**src/logic/ssmf_pkg.sv**
```systemverilog
package ssmf_pkg;

  // register byte offsets on the apb side
  localparam logic [7:0] PORT_ONE_CONTROL_TWO_OFS = 8'h00;
  localparam logic [7:0] PORT_TWO_CONTROL_TWO_OFS = 8'h04;
  localparam logic [7:0] HOST_PORT_CONTROL_TWO_OFS = 8'h08;
  localparam logic [7:0] GLOBAL_SWITCH_CONTROL_TWO_OFS = 8'h0c;
  localparam logic [7:0] POLICY_STATUS_OFS = 8'h10;

  // per-port control two field positions
  localparam int PC_TX_EN = 0;
  localparam int PC_RX_EN = 1;
  localparam int PC_LEARN_DIS = 2;
  localparam int PC_RX_SNIFF = 3;
  localparam int PC_TX_SNIFF = 4;
  localparam int PC_SNIFFER = 5;
  localparam int PC_WIDTH = 6;

  // global switch control two field positions
  localparam int GC_BAD_TO_SNIFFER = 1;
  localparam int GC_MIRROR_AND = 8;
  localparam int GC_LISTENER_OPT = 12;
  localparam int GC_LISTENER_EN = 13;
  localparam int GC_WIDTH = 16;

  // reset values: network ports come up forwarding, nothing mirrored
  localparam logic [5:0] PC_NET_RST = 6'h03;
  localparam logic [5:0] PC_HOST_RST = 6'h03;
  localparam logic [15:0] GC_RST = 16'h0000;

  // port numbering and masks
  localparam int NPORT = 3;
  localparam logic [1:0] PORT_ONE = 2'h0;
  localparam logic [1:0] PORT_TWO = 2'h1;
  localparam logic [1:0] PORT_HOST = 2'h2;
  localparam logic [2:0] MASK_HOST = 3'h4;
  localparam logic [2:0] MASK_NONE = 3'h0;

  // header field codes for trapping
  localparam logic [3:0] IP_VER4 = 4'h4;
  localparam logic [7:0] PROTO_GROUP_MGMT = 8'h02;
  localparam logic [7:0] HOP_LIMIT_ONE = 8'h01;
  localparam logic [7:0] NH_HOP_BY_HOP = 8'h00;
  localparam logic [7:0] NH_ICMP4 = 8'h01;
  localparam logic [7:0] NH_ICMP6 = 8'h3a;
  localparam logic [7:0] NH_ROUTING = 8'h2b;
  localparam logic [7:0] NH_FRAGMENT = 8'h2c;
  localparam logic [7:0] NH_ESP = 8'h32;
  localparam logic [7:0] NH_AUTH = 8'h33;
  localparam logic [7:0] NH_DEST_OPT = 8'h3c;

  // one packet as handed over by the lookup engine
  typedef struct packed {
    logic [1:0] src_port;
    logic [2:0] lookup_mask;
    logic static_hit;
    logic static_override;
    logic [2:0] static_mask;
    logic bad_frame;
    logic is_ipv4;
    logic [3:0] ip_version;
    logic [7:0] ip_protocol;
    logic is_ipv6_mcast;
    logic [7:0] hop_limit;
    logic [7:0] next_header;
    logic [7:0] hbh_next_header;
  } ssmf_pkt_t;

  // forwarding verdict for one packet
  typedef struct packed {
    logic [2:0] dest_mask;
    logic learn;
    logic trapped;
    logic mirrored;
  } ssmf_verdict_t;

endpackage

```
**src/logic/ssmf_filter.sv**
```systemverilog
`timescale 1ns/1ps
// How it works
// - host port is processor port; network ports stateful
// - disabled port: no traffic, no learning
// - override static entries may still reach processor
// - blocking: only packets to processor forwarded
// - listening: processor traffic only, no learning
// - learning: processor traffic only, learning on
// - forwarding: normal traffic and learning
// - trap ipv4 group management packets to host
// - static multicast entry trims to subscribed ports
// - listener snooping enable and option bits
// - trap hop limit one, header 1 or 58
// - option adds headers 43 44 50 51 60
// - receive sniff copies received packets to sniffer
// - optional bad received frames to sniffer
// - transmit sniff copies transmitted packets to sniffer
// - and-mode mirrors only rx-sniff to tx-sniff
// - any ports sniff, any port sniffer, per-port
module ssmf_filter (
  // clock and reset
  input wire logic pclk,
  input wire logic presetn,
  // apb slave
  input wire logic psel,
  input wire logic penable,
  input wire logic pwrite,
  input wire logic [7:0] paddr,
  input wire logic [31:0] pwdata,
  output logic [31:0] prdata,
  output logic pready,
  output logic pslverr,
  // packet descriptors from the lookup engine
  input wire logic pkt_valid,
  output logic pkt_ready,
  input wire ssmf_pkg::ssmf_pkt_t pkt_in,
  // verdicts toward the queue manager
  output logic vrd_valid,
  input wire logic vrd_ready,
  output ssmf_pkg::ssmf_verdict_t vrd_out
);

  ////////////////////////////////////////////////////////////////////////////
  // register storage

  // control words; ports store only field bits, the global word its low 16 bits
  // unstored upper bits read as zero
  logic [5:0] port_one_control_two_r;
  logic [5:0] port_two_control_two_r;
  logic [5:0] host_port_control_two_r;
  logic [15:0] global_switch_control_two_r;
  // status counters and read data
  logic [15:0] trap_count_r;
  logic [15:0] trap_count_nxt;
  logic [15:0] mirror_count_r;
  logic [15:0] mirror_count_nxt;
  logic [31:0] prdata_r;
  logic [31:0] prdata_nxt;

  ////////////////////////////////////////////////////////////////////////////
  // apb decode

  // phase and address decode
  wire logic setup_ph;
  wire logic access_ph;
  wire logic wr_en;
  wire logic hit_p1;
  wire logic hit_p2;
  wire logic hit_p3;
  wire logic hit_gc;
  wire logic hit_st;
  wire logic mapped;

  // every access finishes on its first access cycle
  assign setup_ph = psel & ~penable;
  assign access_ph = psel & penable;
  assign hit_p1 = (paddr == ssmf_pkg::PORT_ONE_CONTROL_TWO_OFS);
  assign hit_p2 = (paddr == ssmf_pkg::PORT_TWO_CONTROL_TWO_OFS);
  assign hit_p3 = (paddr == ssmf_pkg::HOST_PORT_CONTROL_TWO_OFS);
  assign hit_gc = (paddr == ssmf_pkg::GLOBAL_SWITCH_CONTROL_TWO_OFS);
  assign hit_st = (paddr == ssmf_pkg::POLICY_STATUS_OFS);
  assign mapped = hit_p1 | hit_p2 | hit_p3 | hit_gc | hit_st;
  assign wr_en = access_ph & pwrite & mapped;
  // unmapped address: error, nothing stored
  assign pready = access_ph;
  assign pslverr = access_ph & ~mapped;
  assign prdata = prdata_r;

  // read data is captured in the setup cycle so prdata leaves a flop
  always_comb begin
    // an unmapped address reads as zero
    prdata_nxt = 32'h0000_0000;
    if (hit_p1) begin
      prdata_nxt = {26'h0, port_one_control_two_r};
    end else if (hit_p2) begin
      prdata_nxt = {26'h0, port_two_control_two_r};
    end else if (hit_p3) begin
      prdata_nxt = {26'h0, host_port_control_two_r};
    end else if (hit_gc) begin
      prdata_nxt = {16'h0, global_switch_control_two_r};
    end else if (hit_st) begin
      prdata_nxt = {mirror_count_r, trap_count_r};
    end
  end

  // a flop keeps prdata off the decode path
  always_ff @(posedge pclk or negedge presetn) begin
    if (!presetn) begin
      prdata_r <= 32'h0000_0000;
    end else if (setup_ph && !pwrite) begin
      prdata_r <= prdata_nxt;
    end
  end

  // control writes; the status word ignores writes
  always_ff @(posedge pclk or negedge presetn) begin
    if (!presetn) begin
      // network ports come up forwarding
      port_one_control_two_r <= ssmf_pkg::PC_NET_RST;
      port_two_control_two_r <= ssmf_pkg::PC_NET_RST;
      host_port_control_two_r <= ssmf_pkg::PC_HOST_RST;
      global_switch_control_two_r <= ssmf_pkg::GC_RST;
    end else if (wr_en) begin
      // upper bus bits are dropped
      if (hit_p1) port_one_control_two_r <= pwdata[5:0];
      if (hit_p2) port_two_control_two_r <= pwdata[5:0];
      if (hit_p3) host_port_control_two_r <= pwdata[5:0];
      if (hit_gc) global_switch_control_two_r <= pwdata[15:0];
    end
  end

  ////////////////////////////////////////////////////////////////////////////
  // per-port state vectors, index 0 port one, 1 port two, 2 host

  // fields gathered per port, indexed by source
  // so selection needs no repeated decode
  wire logic [2:0] tx_en_v;
  wire logic [2:0] rx_en_v;
  wire logic [2:0] learn_dis_v;
  wire logic [2:0] rx_sniff_v;
  wire logic [2:0] tx_sniff_v;
  wire logic [2:0] sniffer_v;

  // the host port is the processor's own port; its enables are ignored
  assign tx_en_v = {1'b1, port_two_control_two_r[ssmf_pkg::PC_TX_EN],
                    port_one_control_two_r[ssmf_pkg::PC_TX_EN]};
  assign rx_en_v = {1'b1, port_two_control_two_r[ssmf_pkg::PC_RX_EN],
                    port_one_control_two_r[ssmf_pkg::PC_RX_EN]};
  // learn and sniff bits count for the host too
  assign learn_dis_v = {host_port_control_two_r[ssmf_pkg::PC_LEARN_DIS],
                        port_two_control_two_r[ssmf_pkg::PC_LEARN_DIS],
                        port_one_control_two_r[ssmf_pkg::PC_LEARN_DIS]};
  assign rx_sniff_v = {host_port_control_two_r[ssmf_pkg::PC_RX_SNIFF],
                       port_two_control_two_r[ssmf_pkg::PC_RX_SNIFF],
                       port_one_control_two_r[ssmf_pkg::PC_RX_SNIFF]};
  assign tx_sniff_v = {host_port_control_two_r[ssmf_pkg::PC_TX_SNIFF],
                       port_two_control_two_r[ssmf_pkg::PC_TX_SNIFF],
                       port_one_control_two_r[ssmf_pkg::PC_TX_SNIFF]};
  assign sniffer_v = {host_port_control_two_r[ssmf_pkg::PC_SNIFFER],
                      port_two_control_two_r[ssmf_pkg::PC_SNIFFER],
                      port_one_control_two_r[ssmf_pkg::PC_SNIFFER]};

  ////////////////////////////////////////////////////////////////////////////
  // source port qualifiers

  // tree states by their three bits:
  //   disabled, blocking, listening: tx 0, rx 0, no learn
  //   learning: tx 0, rx 0, learn
  //   forwarding: tx 1, rx 1, learn
  // the first three differ only in software's behaviour,
  // so the logic need not tell them apart
  wire logic [1:0] src;
  wire logic src_legal;
  wire logic src_is_host;
  wire logic src_rx_ok;
  wire logic src_learn;
  wire logic src_rx_sniff;

  // source code 3 names no port and goes nowhere unless trapped, then only to the host
  assign src = pkt_in.src_port;
  assign src_legal = (src != 2'h3);
  assign src_is_host = (src == ssmf_pkg::PORT_HOST);
  assign src_rx_ok = src_legal & rx_en_v[src];
  // learning follows the learning disable bit and the bad-frame flag, not the enables
  assign src_learn = src_legal & ~learn_dis_v[src] & ~pkt_in.bad_frame
                     & pkt_valid;
  assign src_rx_sniff = src_legal & rx_sniff_v[src];

  ////////////////////////////////////////////////////////////////////////////
  // trap classification

  // packets that must reach only the processor
  wire logic group_mgmt;
  wire logic nh_basic;
  wire logic hbh_basic;
  wire logic nh_ext;
  wire logic hbh_ext;
  wire logic via_hbh;
  wire logic listener_en;
  wire logic listener_opt;
  wire logic listener;
  wire logic trap;

  // ethernet and snap ipv4 both arrive flagged is_ipv4
  assign group_mgmt = pkt_in.is_ipv4
                      & (pkt_in.ip_version == ssmf_pkg::IP_VER4)
                      & (pkt_in.ip_protocol
                         == ssmf_pkg::PROTO_GROUP_MGMT);

  // snooping controls from the global word
  assign listener_en =
    global_switch_control_two_r[ssmf_pkg::GC_LISTENER_EN];
  assign listener_opt =
    global_switch_control_two_r[ssmf_pkg::GC_LISTENER_OPT];
  // one extension header deep at most; longer
  // chains are not followed
  assign via_hbh = (pkt_in.next_header == ssmf_pkg::NH_HOP_BY_HOP);

  // codes tried directly and behind hop-by-hop
  assign nh_basic = (pkt_in.next_header == ssmf_pkg::NH_ICMP4)
                  | (pkt_in.next_header == ssmf_pkg::NH_ICMP6);
  assign hbh_basic = via_hbh
                   & ((pkt_in.hbh_next_header == ssmf_pkg::NH_ICMP4)
                   | (pkt_in.hbh_next_header == ssmf_pkg::NH_ICMP6));
  assign nh_ext = (pkt_in.next_header == ssmf_pkg::NH_ROUTING)
                | (pkt_in.next_header == ssmf_pkg::NH_FRAGMENT)
                | (pkt_in.next_header == ssmf_pkg::NH_ESP)
                | (pkt_in.next_header == ssmf_pkg::NH_AUTH)
                | (pkt_in.next_header == ssmf_pkg::NH_DEST_OPT);
  assign hbh_ext = via_hbh
                 & ((pkt_in.hbh_next_header == ssmf_pkg::NH_ROUTING)
                 | (pkt_in.hbh_next_header == ssmf_pkg::NH_FRAGMENT)
                 | (pkt_in.hbh_next_header == ssmf_pkg::NH_ESP)
                 | (pkt_in.hbh_next_header == ssmf_pkg::NH_AUTH)
                 | (pkt_in.hbh_next_header
                    == ssmf_pkg::NH_DEST_OPT));

  // multicast and hop limit gate every header test
  assign listener = listener_en & pkt_in.is_ipv6_mcast
                  & (pkt_in.hop_limit == ssmf_pkg::HOP_LIMIT_ONE)
                  & (nh_basic | hbh_basic
                  | (listener_opt & (nh_ext | hbh_ext)));

  // the processor's own packets are never trapped back to it
  assign trap = (group_mgmt | listener) & ~src_is_host;

  ////////////////////////////////////////////////////////////////////////////
  // destination selection

  // mask bits: 0 port one, 1 port two, 2 host
  wire logic [2:0] base_mask;
  wire logic [2:0] override_mask;
  wire logic [2:0] rx_mask;
  wire logic [2:0] tx_gate;
  wire logic [2:0] fwd_mask;
  wire logic [2:0] no_self;
  wire logic rx_mirror;
  wire logic tx_mirror;
  wire logic mirror_and;
  wire logic mirror_hit;
  wire logic bad_pass;
  wire logic [2:0] final_mask;
  wire logic mirrored;

  // static entry wins over the dynamic result, trimming multicast
  assign base_mask = pkt_in.static_hit ? pkt_in.static_mask
                                       : pkt_in.lookup_mask;

  // a port that does not receive can only feed overriding entries
  // toward the processor; apart from traps nothing else escapes it
  assign override_mask = (pkt_in.static_hit & pkt_in.static_override)
                         ? (pkt_in.static_mask & ssmf_pkg::MASK_HOST)
                         : ssmf_pkg::MASK_NONE;

  // a trap wins even on a port that receives nothing
  assign rx_mask = trap ? ssmf_pkg::MASK_HOST
                 : src_rx_ok ? base_mask
                 : override_mask;

  // processor frames may leave a port whose transmit enable is clear
  assign tx_gate = src_is_host ? 3'h7 : tx_en_v;

  // a packet never goes back out the port it came in on, except as a sniffer copy
  assign no_self = src_legal ? ~(3'h1 << src) : 3'h7;
  assign fwd_mask = rx_mask & tx_gate & no_self & {3{src_legal}};

  // mirror decision works on the ports the packet really leaves by
  assign rx_mirror = src_rx_sniff & (src_rx_ok | src_is_host);
  assign tx_mirror = |(fwd_mask & tx_sniff_v);
  assign mirror_and =
    global_switch_control_two_r[ssmf_pkg::GC_MIRROR_AND];
  assign mirror_hit = mirror_and ? (rx_mirror & tx_mirror)
                                 : (rx_mirror | tx_mirror);

  // bad frames are dropped unless the option sends them to the sniffer
  assign bad_pass = global_switch_control_two_r[ssmf_pkg::GC_BAD_TO_SNIFFER]
                    & rx_mirror;

  // trapped packets go only to the host, never copied elsewhere
  assign final_mask = pkt_in.bad_frame
                      ? (bad_pass ? sniffer_v : ssmf_pkg::MASK_NONE)
                      : trap ? ssmf_pkg::MASK_HOST
                      : (mirror_hit ? (fwd_mask | sniffer_v)
                                    : fwd_mask);
  // mirrored: a copy went to the sniffer
  assign mirrored = pkt_in.bad_frame ? bad_pass
                  : (~trap & mirror_hit);

  ////////////////////////////////////////////////////////////////////////////
  // two-entry verdict buffer; a stalled consumer halts the lookup side

  // two entries let the source run at full rate
  // while the consumer answers a cycle late
  ssmf_pkg::ssmf_verdict_t buf_r [2];
  logic wr_ptr_r;
  logic rd_ptr_r;
  logic [1:0] level_r;
  logic [1:0] level_nxt;
  wire logic push;
  wire logic pop;
  ssmf_pkg::ssmf_verdict_t verdict;

  // verdict fields as they enter the buffer
  assign verdict.dest_mask = final_mask;
  assign verdict.learn = src_learn;
  assign verdict.trapped = trap & ~pkt_in.bad_frame;
  assign verdict.mirrored = mirrored;

  // flags come straight from the level flop
  assign pkt_ready = (level_r != 2'h2);
  assign vrd_valid = (level_r != 2'h0);
  assign push = pkt_valid & pkt_ready;
  assign pop = vrd_valid & vrd_ready;
  assign vrd_out = buf_r[rd_ptr_r];
  assign level_nxt = level_r + {1'b0, push} - {1'b0, pop};

  // storage and pointers
  always_ff @(posedge pclk or negedge presetn) begin
    if (!presetn) begin
      buf_r[0] <= '0;
      buf_r[1] <= '0;
      wr_ptr_r <= 1'b0;
      rd_ptr_r <= 1'b0;
      level_r <= 2'h0;
    end else begin
      if (push) buf_r[wr_ptr_r] <= verdict;
      if (push) wr_ptr_r <= ~wr_ptr_r;
      if (pop) rd_ptr_r <= ~rd_ptr_r;
      // push and pop together keep the level
      level_r <= level_nxt;
    end
  end

  ////////////////////////////////////////////////////////////////////////////
  // event counters; they wrap rather than saturate to keep them cheap

  // counted as a verdict enters the buffer
  assign trap_count_nxt = trap_count_r
                          + {15'h0, push & verdict.trapped};
  assign mirror_count_nxt = mirror_count_r
                            + {15'h0, push & verdict.mirrored};

  always_ff @(posedge pclk or negedge presetn) begin
    if (!presetn) begin
      // cleared only by reset
      trap_count_r <= 16'h0000;
      mirror_count_r <= 16'h0000;
    end else begin
      trap_count_r <= trap_count_nxt;
      mirror_count_r <= mirror_count_nxt;
    end
  end

endmodule // ssmf_filter

```
**config.mk**
```make
export PLATFORM = sky130hd
export DESIGN_NAME = ssmf_filter
export DESIGN_NICKNAME = d
export VERILOG_FILES = /design/src/logic/ssmf_pkg.sv /design/src/logic/ssmf_filter.sv
export SDC_FILE = /design/constraint.sdc
export NUM_CORES = 1
export LEC_CHECK = 0
export BUFFER_PORTS_ARGS = -buffer_cell sky130_fd_sc_hd__buf_4
export CAP_MARGIN = 20
export CORE_ASPECT_RATIO = 0.75
export CORE_MARGIN = 2
export CORE_UTILIZATION = 30
export CTS_CLUSTER_SIZE = 10
export DETAILED_ROUTE_END_ITERATION = 10
export PLACE_DENSITY = 0.49
export SYNTH_ARGS = -nofsm -noshare
export SYNTH_HDL_FRONTEND = slang
export SYNTH_SLANG_ARGS = --single-unit
```
**constraint.sdc**
```tcl
create_clock -name pclk -period 3.2 [get_ports pclk]
set_input_delay 0.16 -clock pclk [delete_from_list [all_inputs] [get_ports pclk]]
set_output_delay 0.16 -clock pclk [all_outputs]
set_load 0.005 [all_outputs]
```
==> results.sh <==
export IMPL_outcome="finished, final reports clean"
export IMPL_ys_seq_area_share_pct=51.6
export IMPL_worstHoldPathCells=2
export IMPL_drt_iter0_drc=328
export IMPL_die_area_mm2=0.0196
export IMPL_num_vias=4528
export IMPL_synthArstFlopShare_pct=100
export IMPL_timing_final_ws_setup_ns=0.241
export IMPL_drc=0
export IMPL_grt_max_degree=66
export IMPL_synth_cells=524
export IMPL_fin_util_pct=42.1
export IMPL_fill_cells=1831
export IMPL_critPathKind="reg -> reg"
export IMPL_gr_total_overflow=0
export IMPL_insertion_delay_ns=0.41
export IMPL_h_tree_depth=4
export IMPL_gp_congestion=0.820
export IMPL_grt_util_met1_pct=22.4
export IMPL_critPathLaunchType="flip-flop"
export IMPL_drive_gt1_share_pct=33.0
export IMPL_hold_path_class="in -> reg"
export IMPL_fp_dieW_um=161
export IMPL_rows=43
export IMPL_leakage_nw=3.66
export IMPL_n_antenna_cell=0
export IMPL_grt_total_usage_pct=15.6
export IMPL_drtPass1Iterations=5
export IMPL_layout_nets=792
export IMPL_syn_area_mm2=0.00554
export IMPL_cpPeakStageDelay_ns=0.54
export IMPL_use_met2_pct=23.2
export IMPL_grt_pass1_vias=4605
export IMPL_syn_avg_cell_area_um2=10.6
export IMPL_rsz0062_at_grt="false"
export IMPL_root_buffer="clkbuf_16"
export IMPL_grt_pass1_wl_mm=23.7
export IMPL_maxSlewHeadroom_pct=43.1
export IMPL_antenna_found_initial=0
export IMPL_ys_flop_type="dfrtp_1"
export IMPL_fmax_mhz=338
export IMPL_min_to="port_two_control_two_r[1]$_DFFE_PN1P_"
export IMPL_setup_violations=0
export IMPL_synth_distinct_cells=64
export IMPL_finalCritPeriodShare_pct=92.5
export IMPL_routed_wl_mm=14.7
export IMPL_port_buffers=121
export IMPL_synth_net_count=626
export IMPL_ys_seq_elements=114
export IMPL_vias_per_cell=4.77
export IMPL_whs_ns=0.0215
export IMPL_timing_critical_path_mode_cell="ha_2"
export IMPL_post_route_cell_area_mm2=0.00770
export IMPL_clock_sinks=114
export IMPL_pre_cts_slack_ns=-0.155
export IMPL_synth_edf_count=0
export IMPL_maxCapViolations=0
export IMPL_cts_clk_slew_worst_paths_ns=0.05
export IMPL_critical_path_max_fanout=3
export IMPL_post_dp_hpwl_mm=10.9
export IMPL_slowest_stage="dfstp_2"
export IMPL_rr_startpoint="port_two_control_two_r[1]$_DFFE_PN1P_"
export IMPL_power_w=0.00398
export IMPL_dieHeight_um=122
export IMPL_fin_skew_ns=0.00681
export IMPL_dpl_cell_area_mm2=0.00690
export IMPL_ff2ff_path_depth=14
export IMPL_ios=138
export IMPL_worstPathCellList="and3b_1 -> o21bai_4 -> nand2_1 -> o211ai_2 -> o31ai_2 -> a311oi_4 -> nor3_2 -> nor2_2 -> ha_2 -> ha_2 -> nand3_1 -> or2_4 -> nor2_1 -> xor2_1"
export IMPL_r2r_slack_ns=0.24
export IMPL_area_growth_pct=38.9
export IMPL_r2r_end="mirror_count_r[12]$_DFF_PN0_"
export IMPL_tightestPinTransition_ns=0.853
export IMPL_ys_warn_count=0
export IMPL_cp_top_family="simple AND/OR/NAND/NOR gates"
export IMPL_wl_per_cell_um=15.5
export IMPL_numCtsBuffers=17
export IMPL_cts_tree="yes"
export IMPL_worst_ep_arrival_time_ns=3.29
export IMPL_endpoint_kind="flip-flop"
export IMPL_met3_usage_pct=3.64
export IMPL_crit_required_ns=3.53
export IMPL_ir_worst_vdd_v=0.000287
export IMPL_cts_buffer_depth=2
export IMPL_period_minus_slack_ns=2.96
export IMPL_p_per_area_mw_per_mm2=517
export IMPL_drv_slew=0
export IMPL_drtAntennaViolNets=0
export IMPL_worstHoldStart="pwdata[1]"
export IMPL_worst_path_buf_inv=0
export IMPL_busiest_layer="met2"
export IMPL_core_mm2=0.0183
export IMPL_hold_viol=0
export IMPL_initial_utilization_pct=30.3
[stage by stage]
step                instances  setup TNS (ns)
floorplan                 524               0
global placement          902          -0.187
detailed placement        902          -0.560
CTS                       949               0
global route              949               0
finish                    949               0
[state kept, by name, summed over array words and instances, names as in the netlist]
register,flops
buf_r,12
global_switch_control_two_r,16
host_port_control_two_r,6
level_r,2
mirror_count_r,16
port_one_control_two_r,6
port_two_control_two_r,6
prdata,32
rd_ptr_r,1
trap_count_r,16
wr_ptr_r,1
[layer usage]
layer	routed length [um]	share of wire, %
met1	7390	50
met2	6470	44
met3	722	4.9
met4	117	0.80
met5	0	0
[worst max-delay path by stage]
stage,start,endpoint,depth (start not counted)
6_report,port_two_control_two_r[1]$_DFFE_PN1P_,mirror_count_r[12]$_DFF_PN0_,14
4_1_cts,global_switch_control_two_r[13]$_DFFE_PN0P_,mirror_count_r[12]$_DFF_PN0_,14
3_3_place_gp,pkt_in[9],mirror_count_r[14]$_DFF_PN0_,15
3_5_place_dp,pkt_in[9],mirror_count_r[12]$_DFF_PN0_,15
5_1_grt,global_switch_control_two_r[13]$_DFFE_PN0P_,mirror_count_r[12]$_DFF_PN0_,14
2_1_floorplan,pkt_in[9],mirror_count_r[14]$_DFF_PN0_,14
[cells in the mapped netlist (all sizes together), types with 7 or more instances]
| master | n | share of area [%] |
|---|---|---|
| xor2 | 8 | 1.3 |
| and3 | 10 | 1.1 |
| clkbuf | 9 | 0.61 |
| dfrtp | 108 | 49 |
| a22oi | 12 | 1.6 |
| xnor2 | 23 | 3.6 |
| a21oi | 12 | 1.1 |
| inv | 7 | 0.47 |
| nand2 | 95 | 6.4 |
| nand4 | 7 | 0.79 |
| nand3 | 9 | 0.81 |
| o21ai | 43 | 3.9 |
| nor2 | 33 | 2.4 |
| buf | 7 | 0.52 |
| mux2 | 41 | 8.3 |
| mux2i | 10 | 1.8 |
[repair_timing]
item,CTS,global route
setup buffers,0,0
setup endpoints to repair,0,6
hold buffers,16,0
resized for setup,0,9
hold endpoints to repair,84,0
[cell usage in the layout (no fill, tap or decap), types with 11 or more instances in the layout]
| cell | synthesis | final |
|---|---|---|
| a21oi_1 | 12 | 11 |
| buf_4 | 0 | 146 |
| mux2_1 | 15 | 15 |
| nand2_1 | 95 | 95 |
| o21ai_1 | 16 | 16 |
| dfrtp_1 | 108 | 108 |
| nor2_1 | 32 | 31 |
| a22oi_1 | 12 | 12 |
| xnor2_1 | 23 | 23 |
| o21ai_0 | 27 | 27 |
| clkbuf_16 | 0 | 17 |
| mux2_2 | 26 | 26 |
| dlygate4sd3_1 | 0 | 16 |
[cells by family (layout without fill, tap and decap cells)]
logic type / Yosys count / count (layout) / share of synthesized area (%)
adder cells (fa/ha/maj): 6 / 6 / 1.35
AO/OA/AOI/OAI: 99 / 99 / 12.5
buffers and inverters: 23 / 201 / 1.60
multiplexers: 51 / 51 / 10.1
XOR/XNOR: 31 / 31 / 4.90
flip-flops: 114 / 114 / 51.6
AND/OR/NAND/NOR: 200 / 200 / 17.9
[power breakdown]
group / switching, W / internal [W] / total (W)
clock: 0.000614 / 0.00125 / 0.00186
sequential: 0.0000644 / 0.00152 / 0.00159
combinational: 0.000247 / 0.000280 / 0.000527
[area by class of cell]
class / instances / area, um2 / share of cell area, %
clock buffers: 28 / 557 / 7.23
clock inverters: 3 / 40.0 / 0.520
inverters: 7 / 26.3 / 0.341
multi-input cells: 387 / 2630 / 34.1
flip-flops and latches: 114 / 2860 / 37.2
well taps: 247 / 309 / 4.02
repair buffers: 163 / 1280 / 16.6
No activity file was read; power rests on OpenSTA's default activity.
